==> config.mk <==
export PLATFORM = sky130hd
export DESIGN_NAME = npr_host
export DESIGN_NICKNAME = d
export VERILOG_FILES = /design/src/verilog/npr_sync.v /design/src/verilog/npr_host.v
export VERILOG_INCLUDE_DIRS = /design/src /design/src/verilog
export SDC_FILE = /design/constraint.sdc
export NUM_CORES = 1
export LEC_CHECK = 0
export BUFFER_PORTS_ARGS = -buffer_cell sky130_fd_sc_hd__buf_2
export CORE_AREA = 2 2 125 127
export DETAILED_ROUTE_END_ITERATION = 8
export DIE_AREA = 0 0 127 129
export PLACE_DENSITY = 0.71
export SETUP_SLACK_MARGIN = 0.2
export SKIP_LAST_GASP = 1
export SYNTH_ARGS = -nofsm -noshare
export SYNTH_HDL_FRONTEND = slang
export SYNTH_SLANG_ARGS = --single-unit
==> constraint.sdc <==
create_clock -name clk_i -period 2.95 [get_ports clk_i]
set_input_delay 0.1475 -clock clk_i [delete_from_list [all_inputs] [get_ports clk_i]]
set_output_delay 0.1475 -clock clk_i [all_outputs]
set_load 0.005 [all_outputs]
==> src/verilog/npr_map.vh <==
// Constants for the host-side NAND page-read controller.
// Assumes a 40 MHz system clock and a byte-wide multiplexed NAND device.
`ifndef NPR_MAP_VH
`define NPR_MAP_VH

// ======================================================================
// Register map (APB byte offsets)
`define NPR_REG_CTRL     8'h00
`define NPR_REG_ADDR     8'h04
`define NPR_REG_COUNT    8'h08
`define NPR_REG_STATUS   8'h0C
`define NPR_REG_DATA     8'h10
`define NPR_REG_BADBLK   8'h14

// ======================================================================
// Control fields: [2:0] operation, [3] start, [4] spare enable level.
`define NPR_OP_READ_A    3'h0
`define NPR_OP_READ_B    3'h1
`define NPR_OP_READ_C    3'h2
`define NPR_OP_ERASE     3'h3
`define NPR_OP_RESET     3'h4
`define NPR_OP_NEXT      3'h5
`define NPR_CTRL_START   3
`define NPR_CTRL_SPARE   4

// ======================================================================
// Device commands.
`define NPR_CMD_READ_A   8'h00
`define NPR_CMD_READ_B   8'h01
`define NPR_CMD_READ_C   8'h50
`define NPR_CMD_ERASE    8'h60
`define NPR_CMD_ERASE_GO 8'hD0
`define NPR_CMD_STATUS   8'h70
`define NPR_CMD_RESET    8'hFF

// ======================================================================
// Status byte fields.
`define NPR_SB_READY     6
`define NPR_SB_FAIL      0

// ======================================================================
// Timing: read strobe low lasts this many cycles (2 x 25 ns = 50 ns); write strobe low lasts one cycle.
`define NPR_PHASE_NS     50
`define NPR_CLK_NS       25
`define NPR_PHASE_CYC    ((`NPR_PHASE_NS + `NPR_CLK_NS - 1) / `NPR_CLK_NS)
`define NPR_WB_NS        100
`define NPR_WB_CYC       ((`NPR_WB_NS + `NPR_CLK_NS - 1) / `NPR_CLK_NS)

`endif

==> src/verilog/npr_sync.v <==
// Two-flop synchroniser for one asynchronous pin level.
// Assumes the input is a pin outside the clk_i domain.
`timescale 1ns/1ps
module npr_sync (
   input  wire clk_i,
   input  wire reset_n_i,
   input  wire d_i,
   output reg  q_o
);
   reg meta_q;

   always @(posedge clk_i or negedge reset_n_i) begin
      if (!reset_n_i) begin
         meta_q <= 1'b1;
         q_o    <= 1'b1;
      end else begin
         meta_q <= d_i;
         q_o    <= meta_q;
      end
   end
endmodule

==> src/verilog/npr_host.v <==
// Host controller that drives a NAND device for page read and erase.
// Assumes an APB master on clk_i and an external pull-up on ready_busy.
`timescale 1ns/1ps
`include "npr_map.vh"
module npr_host (
   input  wire        clk_i,
   input  wire        reset_n_i,
   input  wire        psel_i,
   input  wire        penable_i,
   input  wire        pwrite_i,
   input  wire [7:0]  paddr_i,
   input  wire [31:0] pwdata_i,
   output reg  [31:0] prdata_o,
   output reg         pready_o,
   output reg         pslverr_o,
   output reg         cle_o,
   output reg         ale_o,
   output reg         ce_n_o,
   output reg         we_n_o,
   output reg         read_strobe_n_o,
   output reg         spare_enable_n_o,
   output reg  [7:0]  io_o,
   output reg         io_oe_o,
   input  wire [7:0]  io_i,
   input  wire        ready_busy_i
);
   // ===================================================================
   // State encoding
   localparam S_IDLE  = 4'd0;
   localparam S_CMD   = 4'd1;
   localparam S_ADDR  = 4'd2;
   localparam S_WB    = 4'd3;
   localparam S_BUSY  = 4'd4;
   localparam S_READ  = 4'd5;
   localparam S_CMD2  = 4'd6;
   localparam S_STAT  = 4'd7;
   localparam S_SREAD = 4'd8;
   localparam S_DONE  = 4'd9;

   reg [3:0]  st_q;
   reg [2:0]  op_q;
   reg [23:0] addr_q;
   reg [9:0]  count_q;
   reg [1:0]  acyc_q;
   reg [1:0]  ph_q;
   reg [2:0]  wb_q;
   reg [7:0]  data_q;
   reg        dvalid_q;
   reg        busy_q;
   reg        fail_q;
   reg        bad_q;
   reg [9:0]  badblk_q;
   reg        mode_spare_q;
   reg [7:0]  cmd2_q;
   wire       rb_s;
   wire       apb_wr;
   wire       apb_rd;
   wire       apb_wacc;

   npr_sync u_rb (
      .clk_i     (clk_i),
      .reset_n_i (reset_n_i),
      .d_i       (ready_busy_i),
      .q_o       (rb_s)
   );

   // Writes commit on the completing edge, so a stalled master never half-writes.
   assign apb_wr   = psel_i & penable_i & pwrite_i & pready_o;
   assign apb_wacc = psel_i & penable_i & pwrite_i & ~pready_o;
   assign apb_rd = psel_i & penable_i & ~pwrite_i & ~pready_o;

   // Command byte for each operation.
   function [7:0] op_cmd;
      input [2:0] op;
      begin
         case (op)
            `NPR_OP_READ_B: op_cmd = `NPR_CMD_READ_B;
            `NPR_OP_READ_C: op_cmd = `NPR_CMD_READ_C;
            `NPR_OP_ERASE:  op_cmd = `NPR_CMD_ERASE;
            `NPR_OP_RESET:  op_cmd = `NPR_CMD_RESET;
            default:        op_cmd = `NPR_CMD_READ_A;
         endcase
      end
   endfunction

   // ===================================================================
   // APB slave: one wait state, answer in the cycle after access begins.
   always @(posedge clk_i or negedge reset_n_i) begin
      if (!reset_n_i) begin
         pready_o  <= 1'b0;
         pslverr_o <= 1'b0;
         prdata_o  <= 32'h0000_0000;
      end else begin
         pready_o  <= psel_i & penable_i & ~pready_o;
         pslverr_o <= 1'b0;
         prdata_o  <= 32'h0000_0000;
         if (apb_rd) begin
            case (paddr_i)
               `NPR_REG_CTRL:   prdata_o <= {27'h000_0000, ~spare_enable_n_o, 1'b0, op_q};
               `NPR_REG_ADDR:   prdata_o <= {8'h00, addr_q};
               `NPR_REG_COUNT:  prdata_o <= {22'h00_0000, count_q};
               `NPR_REG_STATUS: prdata_o <= {26'h000_0000, mode_spare_q, rb_s, bad_q,
                                             fail_q, dvalid_q, busy_q};
               `NPR_REG_DATA:   prdata_o <= {24'h00_0000, data_q};
               `NPR_REG_BADBLK: prdata_o <= {22'h00_0000, badblk_q};
               default:         pslverr_o <= 1'b1;
            endcase
         end else if (apb_wacc && paddr_i != `NPR_REG_CTRL && paddr_i != `NPR_REG_ADDR
                      && paddr_i != `NPR_REG_COUNT) begin
            pslverr_o <= 1'b1;
         end
      end
   end

   // ===================================================================
   // Pin sequencer.
   always @(posedge clk_i or negedge reset_n_i) begin
      if (!reset_n_i) begin
         st_q <= S_IDLE; op_q <= 3'h0; addr_q <= 24'h00_0000;
         count_q <= 10'h000; acyc_q <= 2'h0; ph_q <= 2'h0; wb_q <= 3'h0;
         data_q <= 8'h00; dvalid_q <= 1'b0; busy_q <= 1'b0; fail_q <= 1'b0;
         bad_q <= 1'b0; badblk_q <= 10'h000; mode_spare_q <= 1'b0; cmd2_q <= 8'h00;
         cle_o <= 1'b0; ale_o <= 1'b0; ce_n_o <= 1'b1; we_n_o <= 1'b1;
         read_strobe_n_o <= 1'b1; spare_enable_n_o <= 1'b1;
         io_o <= 8'h00; io_oe_o <= 1'b0;
      end else begin
         if (apb_rd && paddr_i == `NPR_REG_DATA)
            dvalid_q <= 1'b0;
         case (st_q)
            S_IDLE: begin
               ph_q <= 2'h0;
               acyc_q <= 2'h0;
               if (apb_wr && paddr_i == `NPR_REG_ADDR)
                  addr_q <= pwdata_i[23:0];
               if (apb_wr && paddr_i == `NPR_REG_COUNT)
                  count_q <= pwdata_i[9:0];
               if (apb_wr && paddr_i == `NPR_REG_CTRL) begin
                  op_q <= pwdata_i[2:0];
                  spare_enable_n_o <= ~pwdata_i[`NPR_CTRL_SPARE];
                  if (pwdata_i[`NPR_CTRL_START]) begin
                     busy_q <= 1'b1;
                     ce_n_o <= 1'b0;
                     // A later page read needs a new address but no repeated command.
                     st_q <= (pwdata_i[2:0] == `NPR_OP_NEXT) ? S_ADDR : S_CMD;
                     if (pwdata_i[2:0] == `NPR_OP_READ_C)
                        mode_spare_q <= 1'b1;
                     else if (pwdata_i[2:0] == `NPR_OP_READ_A ||
                              pwdata_i[2:0] == `NPR_OP_READ_B ||
                              pwdata_i[2:0] == `NPR_OP_RESET)
                        mode_spare_q <= 1'b0;
                  end
               end
            end
            S_CMD: begin
               // One byte write cycle: setup, strobe low, strobe high.
               cle_o <= 1'b1; io_oe_o <= 1'b1; io_o <= op_cmd(op_q);
               ph_q <= ph_q + 2'h1;
               we_n_o <= (ph_q == 2'h1) ? 1'b0 : 1'b1;
               if (ph_q == 2'h3) begin
                  cle_o <= 1'b0;
                  acyc_q <= 2'h0;
                  ph_q <= 2'h0;
                  if (op_q == `NPR_OP_RESET)
                     st_q <= S_WB;
                  else
                     st_q <= S_ADDR;
               end
            end
            S_ADDR: begin
               ale_o <= 1'b1; io_oe_o <= 1'b1;
               ph_q <= ph_q + 2'h1;
               we_n_o <= (ph_q == 2'h1) ? 1'b0 : 1'b1;
               // Erase takes two row bytes only; reads take column then two rows.
               case (acyc_q + ((op_q == `NPR_OP_ERASE) ? 2'h1 : 2'h0))
                  2'h0: io_o <= mode_spare_q ? {4'h0, addr_q[3:0]} : addr_q[7:0];
                  2'h1: io_o <= addr_q[15:8];
                  default: io_o <= addr_q[23:16];
               endcase
               if (ph_q == 2'h3) begin
                  ph_q <= 2'h0;
                  acyc_q <= acyc_q + 2'h1;
                  if (acyc_q == ((op_q == `NPR_OP_ERASE) ? 2'h1 : 2'h2)) begin
                     ale_o <= 1'b0;
                     cmd2_q <= `NPR_CMD_ERASE_GO;
                     st_q <= (op_q == `NPR_OP_ERASE) ? S_CMD2 : S_WB;
                  end
               end
            end
            S_CMD2: begin
               cle_o <= 1'b1; io_oe_o <= 1'b1; io_o <= cmd2_q;
               ph_q <= ph_q + 2'h1;
               we_n_o <= (ph_q == 2'h1) ? 1'b0 : 1'b1;
               if (ph_q == 2'h3) begin
                  cle_o <= 1'b0; ph_q <= 2'h0;
                  if (cmd2_q == `NPR_CMD_STATUS) begin
                     io_oe_o <= 1'b0; st_q <= S_STAT;
                  end else begin
                     cmd2_q <= `NPR_CMD_STATUS; st_q <= S_WB;
                  end
               end
            end
            S_WB: begin
               // Let ready/busy fall before it is watched.
               io_oe_o <= 1'b0;
               wb_q <= wb_q + 3'h1;
               if (wb_q == `NPR_WB_CYC) begin
                  wb_q <= 3'h0;
                  st_q <= S_BUSY;
               end
            end
            S_BUSY: begin
               ph_q <= 2'h0;
               if (rb_s) begin
                  if (op_q == `NPR_OP_ERASE)
                     st_q <= S_CMD2;
                  else if (op_q == `NPR_OP_RESET)
                     st_q <= S_DONE;
                  else
                     st_q <= S_SREAD;
               end
            end
            S_SREAD: begin
               // Wait for the previous byte to be taken by software.
               ph_q <= 2'h0;
               if (count_q == 10'h000)
                  st_q <= S_DONE;
               else if (!dvalid_q && rb_s)
                  st_q <= S_READ;
            end
            S_READ: begin
               ph_q <= ph_q + 2'h1;
               read_strobe_n_o <= (ph_q == 2'h0 || ph_q == 2'h1) ? 1'b0 : 1'b1;
               if (ph_q == 2'h2) begin
                  data_q <= io_i; dvalid_q <= 1'b1;
                  count_q <= count_q - 10'h001;
               end
               if (ph_q == 2'h3)
                  st_q <= S_SREAD;
            end
            S_STAT: begin
               ph_q <= ph_q + 2'h1;
               read_strobe_n_o <= (ph_q == 2'h0 || ph_q == 2'h1) ? 1'b0 : 1'b1;
               if (ph_q == 2'h2) begin
                  if (io_i[`NPR_SB_READY]) begin
                     fail_q <= io_i[`NPR_SB_FAIL];
                     if (io_i[`NPR_SB_FAIL]) begin
                        // Failing block is retired by software from this record.
                        bad_q <= 1'b1; badblk_q <= addr_q[17:8];
                     end
                  end
               end
               if (ph_q == 2'h3)
                  st_q <= (io_i[`NPR_SB_READY] || rb_s) ? S_DONE : S_STAT;
            end
            S_DONE: begin
               // Raising chip select ends any sequential row read.
               ce_n_o <= 1'b1;
               busy_q <= 1'b0;
               st_q <= S_IDLE;
            end
            default: st_q <= S_IDLE;
         endcase
      end
   end
endmodule

Word-level counts from Yosys, hierarchy flattened --
Cells that the tools add are included.
Storage, ports and cells: bits in registers 130, bits of input ports 54, output and inout bits 49
Operators by class: $add $sub $neg 5, eq/ne operators 45, muxes and demuxes 64, bitwise logic cells 11, reduce and logical (&&, ||, !) cells 45
Operator list (number):
- $pmux W24 S6 | 1
- $mux W4 | 14
- $mux W8 | 5
- $pmux W4 S9 | 1
- $mux W32 | 1
- $pmux W8 S2 | 2
- $pmux W8 S4 | 1
- $ne A2 B2 Y1 const B | 12
- $pmux W8 S3 | 1
- $mux W1 | 22
- $mux W10 | 2
- $pmux W10 S2 | 1
- $eq A4 B3 Y1 const B | 4
- $eq A8 B4 Y1 const B | 2
- $eq A8 B5 Y1 const B | 2
- $eq A3 B3 Y1 const B | 4
- $pmux W2 S3 | 2
- $reduce_and A3 Y1 | 4
- $reduce_bool A3 Y1 | 4
- $reduce_and A11 Y1 | 1
- $logic_not A10 Y1 | 1
- $mux W2 | 5
- $sub A10 B1 Y10 const B | 1
- $eq A3 B2 Y1 const B | 3
- other kinds (36) | 74

Logic depth before layout (Yosys ltp) --
Gate-level depths: netlist of the first run.
word-level depth 8, depth in mapped cells 9

Hierarchy --
From an unflattened synthesis of the first run, not the netlist that was laid out.
Unflattened totals: cell total of the unflattened synthesis 549, area, all modules 5779.3 µm²
By module, submodules not included:
- npr_host | instances 1, cells an instance 547, area an instance 5726.7 µm²
- npr_sync | instances 1, cells an instance 2, area an instance 52.6 µm²

Least setup slack after synthesis of the first run --
Ideal clock, no wire load.
path kind register -> register, start point reg op_q[2], end point reg st_q[2], library setup time 133 ps, arrival time 1997 ps, data required time 2817 ps, path slack 820 ps, stages on the path, launching flop included 10, path buffers 2, clock period less this slack 2130 ps, path through dfrtp_1 buf_2 nand3b_1 inv_1 ha_1 clkbuf_1 o21ai_1 nand4_1 a2111oi_2 a21oi_1
On the way: longest elaborated chain between the ends 5, elaborated cells on any way between the ends 11, those cells by class eq/ne: 3; mux: 7; reduce/logical: 1
RTL lines:
- start: declaration | line npr_host.v:41 | reg [2:0] op_q;
- start signal: assignment | line npr_host.v:138 | op_q <= pwdata_i[2:0];
- $eq A3 B2 Y1 *
- $mux W2 or $mux W3 (tied branches) | line npr_host.v:182, npr_host.v:185
- $eq A2 B2 Y1 or $mux W4 (tied branches) | line npr_host.v:182 | if (acyc_q == ((op_q == `NPR_OP_ERASE) ? 2'h1 : 2'h2)) begin
- $ne A2 B2 Y1 (no source line) or $mux W4 (tied branches)
- $reduce_and A11 Y1 (no source line) or $pmux W4 S9 (tied branches)
- end signal: assignment | line npr_host.v:144 | st_q <= (pwdata_i[2:0] == `NPR_OP_NEXT) ? S_ADDR : S_CMD;
- end signal: assignment | line npr_host.v:185 | st_q <= (op_q == `NPR_OP_ERASE) ? S_CMD2 : S_WB;
- end signal: assignment | line npr_host.v:253 | st_q <= (io_i[`NPR_SB_READY] || rb_s) ? S_DONE : S_STAT;
- end: declaration | line npr_host.v:40 | reg [3:0] st_q;
Mark *: on every way between the ends. The rest lies on a longest branch, timed or not. The select of a mux whose other input is x is not followed. A chain may end at the register's enable or synchronous reset.

Worst setup path in the final report of the first run --
start point reg op_q[2], end point reg io_o[6]
On the way: longest elaborated chain between the ends 6, elaborated cells on any way between the ends 11, those cells by class add/sub: 1; eq/ne: 5; mux: 4; reduce/logical: 1
RTL lines:
- $eq A3 B2 Y1 | line npr_host.v:76 | case (op)
- $mux W1 | line npr_host.v:174 | case (acyc_q + ((op_q == `NPR_OP_ERASE) ? 2'h1 : 2'h0))
- $add A2 B1 Y2 | line npr_host.v:174
- $eq A2 B1 Y1 or $logic_not A2 Y1 (tied branches) | line npr_host.v:174
- $pmux W8 S2 | line npr_host.v:174
- $pmux W8 S3 * | line npr_host.v:129 | case (st_q)
- end signal: assignment | line npr_host.v:175 | 2'h0: io_o <= mode_spare_q ? {4'h0, addr_q[3:0]} : addr_q[7:0];
- end signal: assignment | line npr_host.v:176 | 2'h1: io_o <= addr_q[15:8];
- end signal: assignment | line npr_host.v:177 | default: io_o <= addr_q[23:16];
- end: declaration | line npr_host.v:22 | output reg [7:0] io_o,
Mark *: on every way between the ends. The rest lies on a longest branch, timed or not.

==> impl_metrics.py, run 1 <==
metrics = {
    "run_status": {
        "outcome": "finished, final reports clean",
    },
    "yosys": {
        "yosysTopAreaCell": "dfrtp_1",
        "async_reset_ff_share_pct": 100,
        "synthCells": 541,
        "synth_edf_count": 0,
        "ys_seq_area_share_pct": 50.1,
        "ys_seq_elements": 117,
        "synth_top_area_share_pct": 47.4,
        "synth.area.top_cells": "dfrtp_1 (47%), mux2_4 (5.1%), mux2_2 (5.0%)",
        "ys_types": 69,
        "yosysWarnings": 0,
        "synth_area_um2": 5860,
        "postSynthAreaPerCell_um2": 10.8,
        "synth_common_cells": "dfrtp_1 (111), a21oi_1 (42), nand2_1 (42)",
        "synth_ff_type": "dfrtp_1",
        "yosys.cell_count.top_type": "dfrtp_1",
    },
    "worst_setup_path": {
        "required_ns": 3.23,
        "end_kind": "register",
        "cp-start-kind": "register",
        "critPathLaunch": "op_q[2]",
        "r2r-start": "op_q[2]",
        "criticalPathCategory": "reg2reg",
        "cp.arrival_ns": 2.81,
        "path_max_fanout": 8,
    },
    "floorplan": {
        "core_area_um2": 15000,
        "num_io_pins": 103,
        "die_x_um": 127,
        "die_h_um": 129,
        "die_area_um2": 16400,
        "start_util_pct": 39.1,
        "rows": 45,
    },
    "grt": {
        "grt_pass1_vias": 4701,
        "grt_use_total_pct": 19.5,
        "grt_max_degree": 61,
        "grt-ovfl-total": 0,
        "grt_pass1_wl_um": 24400,
        "antenna_found_initial": 0,
    },
    "routing": {
        "drt-pass1-iter-count": 8,
        "ant_nets": 0,
        "avgRoutedWirePerCell_um": 18.0,
        "viasPerCell": 5.58,
        "drt_iter0_drc": 642,
        "wl_um": 15400,
        "vias": 4779,
        "drc": 0,
    },
    "timing": {
        "skew_ns": 0.00885,
        "setup_slack_ns": 0.425,
        "drv_slew": 0,
        "worst_pin_slew_ns": 0.797,
        "min_period_over_period_pct": 85.6,
        "hold_violations": 0,
        "max-slew-margin-rel_pct": 46.9,
        "rsz0062_at_grt": "false",
        "whs_ns": 0.0180,
        "tns_ns": 0,
        "setup_viol": 0,
        "fmax_mhz": 396,
        "fin_crit_ns": 2.53,
    },
    "place": {
        "routabilityCongestion": 0.907,
        "dp_slack_ns": 0.431,
        "place.port_buffers": 86,
        "hpwl_um": 10900,
    },
    "final_layout": {
        "syn2layout_area_growth_pct": 24.4,
        "ff_latch_area_um2": 2940,
        "nFillCells": 1340,
        "drive_gt1_share_pct": 29.1,
        "nNetsFinal": 719,
        "multiInputGateArea_um2": 2690,
        "n_antenna_cell": 0,
    },
    "job": {
        "maxCapViolCount": 0,
    },
    "min_path": {
        "worstHoldPathType": "in2reg",
        "min_from": "pwdata_i[8]",
    },
    "clock_tree": {
        "post_cts_buffers": 0,
        "cts_sinks": 117,
        "cts_made_buffers": 17,
        "clk_pin_slew_worst_paths_ns": 0.05,
        "h-tree-depth": 4,
        "clockBufferDepth": 2,
        "clock_latency_ns": 0.42,
        "tritoncts": "built",
        "cts_root_buf": "clkbuf_16",
    },
    "power": {
        "cellPowerDensity_nw_per_um2": 773,
        "p_leak_nw": 3.44,
        "ir_drop_mv": 0.464,
    },
}
[cell usage in the layout, fill, tap and decap left out, types with 16 or more instances in the layout]
master           n
mux2_2          26
mux2_4          20
dlygate4sd3_1   27
a21oi_1         42
nor2_1          40
clkbuf_16       17
buf_2           85
nand2_1         42
o21ai_0         34
dfrtp_1        110
inv_1           16
[final cells by class]
cell class / instances / area share (%)
inverters: 17 / 0.876
clock buffers: 29 / 7.42
clock inverters: 3 / 0.550
flip-flops and latches: 117 / 40.3
repair buffers: 121 / 10.6
well taps: 188 / 3.23
multi-input cells: 382 / 37.0
[kinds of logic (layout without fill, tap and decap cells)]
group	after synthesis	count (layout)	share of synthesized area (%)
xor gates and xnor gates	4	4	0.598
DFF	117	117	50.1
and+or+nand+nor	167	167	15.9
adders and majority gates	9	9	1.92
muxes	53	53	11.5
AOI/OAI and AO/OA	141	141	15.5
other	1	8	0.0640
buffers and inverters	49	170	4.34
[critical path, stage by stage, from the launching register on]
cell,delay (ns)
dfrtp_1,0.49
nand3b_1,0.26
inv_1,0.15
ha_1,0.49
nor2_1,0.16
a22oi_1,0.23
a211oi_1,0.12
a2111oi_0,0.40
nor2_1,0.10
[metrics by stage]
stage | cell area, um2 | util [%] | std cells | power, mW
after floorplan | 5880 | - | 548 | 3.11
after global placement | 6430 | 43.0 | 798 | 3.53
after detailed placement | 6430 | 43.0 | 798 | 3.60
after CTS | 7280 | 48.6 | 857 | 5.65
after global routing | 7290 | 48.6 | 857 | 5.93
final | 7290 | 48.6 | 857 | 5.63
[per-layer routing]
metal / part of all wire, % / GRT usage, %
met1: 42 / 24.4
met2: 48 / 31.4
met3: 7.1 / 4.95
met4: 3.0 / 9.83
met5: 0 / 0
[registers in the layout, indices dropped and copies added, names as in the netlist, 2 cells and up]
name,count
acyc_q,2
badblk_q,10
prdata_o,24
addr_q,24
io_o,8
wb_q,3
data_q,8
ph_q,2
count_q,10
st_q,4
cmd2_q,3
op_q,3
[report_power, final]
group | switching, mW | internal [mW]
registers | 0.356 | 1.91
logic | 0.775 | 0.587
clock network | 0.690 | 1.31
[final timing paths]
check,endpoint,cells past startpoint,slack (ns)
max,io_o[6],8,0.42
min,addr_q[8],2,0.02
max reg2reg,io_o[6],8,0.42
min reg2reg,u_rb.q_o,0,0.36
max in group asynchronous,spare_enable_n_o,3,1.74
min in group asynchronous,io_o[3],2,0.37
[repair_timing]
| action | 4_1_cts | 5_1_grt |
|---|---|---|
| endpoints found under the setup margin | 0 | 1 |
| endpoints found under the hold margin | 79 | 0 |
| gates resized for setup | 0 | 1 |
| hold buffers | 27 | 0 |
Power figures use the tool's default switching activity.
==> inputs of run 2 (changes only) <==
==> constraint.sdc (replaced) <==
create_clock -name clk_i -period 2.95 [get_ports clk_i]
set_input_delay 0.295 -clock clk_i [delete_from_list [all_inputs] [get_ports clk_i]]
set_output_delay 0.295 -clock clk_i [all_outputs]
set_load 0.005 [all_outputs]
==> run 2 against run 1 <==
Against the previous run: die area did not move; via count decreased by 2.1%; worst setup slack gained 0.044 ns; count of clock-buffer cells in the layout down 5; worst hold slack improved by 0.088 ns; design area fell by 2.2%; flip-flop and latch count unchanged; core utilization is 1.1 points lower; clock power grew 17%.
==> impl_metrics.py, run 2 (synthesized netlist as in run 1, its figures left out) <==
metrics = {
    "run_status": {
        "outcome": "finished, final reports clean",
    },
    "worst_setup_path": {
        "criticalPathCategory": "reg2reg",
        "critPathSlowestCell": "dfrtp_1",
        "end_kind": "register",
        "critPathLaunch": "st_q[3]",
        "crit_path_max_incr_delay_ns": 0.63,
        "cp.arrival_ns": 2.78,
        "rr_worst_depth": 5,
        "path_max_fanout": 24,
        "required_ns": 3.25,
        "r2r-start": "st_q[3]",
        "cp_common_cell": "nand2_1",
        "cp-start-kind": "register",
        "crit_path_cell_trace": "nor2b_1 > nand2_1 > nor2_1 > nand2_1 > mux2_2",
    },
    "grt": {
        "grt_pass1_vias": 4729,
        "grt-ovfl-total": 0,
        "grt_max_degree": 118,
        "grt_pass1_wl_um": 24900,
        "grt_use_total_pct": 19.8,
        "antenna_found_initial": 0,
    },
    "final_layout": {
        "drive_gt1_share_pct": 30.5,
        "nNetsFinal": 695,
        "mostFrequentLayoutCell": "dfrtp_1",
        "top_regs": "addr_q: 24 flops, prdata_o: 24 flops",
        "final_area_um2": 7130,
        "final_cells": 834,
        "layout_common_cells": "dfrtp_1 (111), buf_2 (85), nand2_1 (42), a21oi_1 (42), nor2_1 (40)",
        "utilization_pct": 47.6,
        "syn2layout_area_growth_pct": 21.7,
    },
    "clock_tree": {
        "post_cts_resized": 0,
        "holdBufCountCts": 2,
        "cts_made_buffers": 17,
        "cts_sinks": 117,
        "post_cts_buffers": 0,
        "clockBufferDepth": 2,
        "h-tree-depth": 4,
        "tritoncts": "built",
        "clk_pin_slew_worst_paths_ns": 0.06,
        "cts_root_buf": "clkbuf_16",
        "clock_latency_ns": 0.43,
    },
    "timing": {
        "skew_ns": 0.0152,
        "drv_slew": 0,
        "min_period_over_period_pct": 84.1,
        "max-slew-margin-rel_pct": 53.7,
        "setup_slack_ns": 0.469,
        "fmax_mhz": 403,
        "rsz0062_at_grt": "false",
        "worst_pin_slew_ns": 0.694,
        "tns_ns": 0,
        "hold_violations": 0,
        "setup_viol": 0,
        "fin_crit_ns": 2.48,
    },
    "floorplan": {
        "die_area_um2": 16400,
        "die_x_um": 127,
        "core_area_um2": 15000,
        "die_h_um": 129,
        "start_util_pct": 39.1,
        "rows": 45,
        "num_io_pins": 103,
    },
    "place": {
        "routabilityCongestion": 0.886,
        "placed_area_um2": 6440,
        "dp.cells": 799,
        "hpwl_um": 11000,
        "dp_slack_ns": 0.544,
        "place.port_buffers": 86,
    },
    "routing": {
        "vias": 4678,
        "dr_wl_met2_um": 7530,
        "viasPerCell": 5.61,
        "drc": 0,
        "wl_um": 15600,
        "ant_nets": 0,
        "dr_wl_met3_um": 946,
        "avgRoutedWirePerCell_um": 18.7,
        "dr.max_layer_used": "met4",
        "drt-pass1-iter-count": 6,
        "wirelength_met1_um": 6700,
        "drt_iter0_drc": 436,
    },
    "min_path": {
        "hold_depth": 2,
        "worstHoldPathType": "in2reg",
        "min_from": "pwdata_i[16]",
    },
    "job": {
        "maxCapViolCount": 0,
    },
    "power": {
        "ir_drop_mv": 0.386,
        "p_leak_nw": 3.37,
        "cellPowerDensity_nw_per_um2": 835,
    },
}
[run 2: report_power, final]
group          switching, mW  internal [mW]  leakage (nW)  total, mW
sequential             0.352           1.91          1.53       2.26
clock                  0.739           1.59         0.317       2.33
combinational          0.794          0.572          1.52       1.37
total                   1.89           4.07          3.37       5.95
[run 2: critical path, delay by kind of cell (launching register included)]
family / cells / cell delay (ns)
AND/OR/NAND/NOR: 4 / 1.29
flip-flops: 1 / 0.63
multiplexers: 1 / 0.42
[run 2: cell type report]
cell class | count | area, um2
sequential | 117 | 2940
multi-input combinational | 382 | 2690
inverter | 17 | 63.8
timing repair buffer | 97 | 533
antenna | 1 | 2.50
tap | 188 | 235
clock inverter | 8 | 170
fill | 1384 | 7850
clock buffer | 24 | 492
[run 2: final timing paths]
path                           endpoint  slack, ns
setup / recovery            badblk_q[7]       0.47
hold / removal               addr_q[16]       0.11
setup reg to reg            badblk_q[7]       0.47
hold reg to reg                u_rb.q_o       0.36
max in group asynchronous   badblk_q[7]       1.98
min in group asynchronous  prdata_o[20]       0.49
[run 2: metal layers]
layer  GRT usage, %  vias to the layer above
li1               -                     2131
met1           25.4                     2308
met2           31.2                      208
met3           5.41                       31
met4           10.0                        0
met5              0                        -
[run 2: stage by stage]
stage          hold WS, ns  total power, mW
2_1_floorplan    -0.000591             3.11
3_3_place_gp         0.346             3.55
3_5_place_dp         0.352             3.63
4_1_cts             0.0844             5.97
5_1_grt             0.0938             6.27
6_report             0.106             5.95
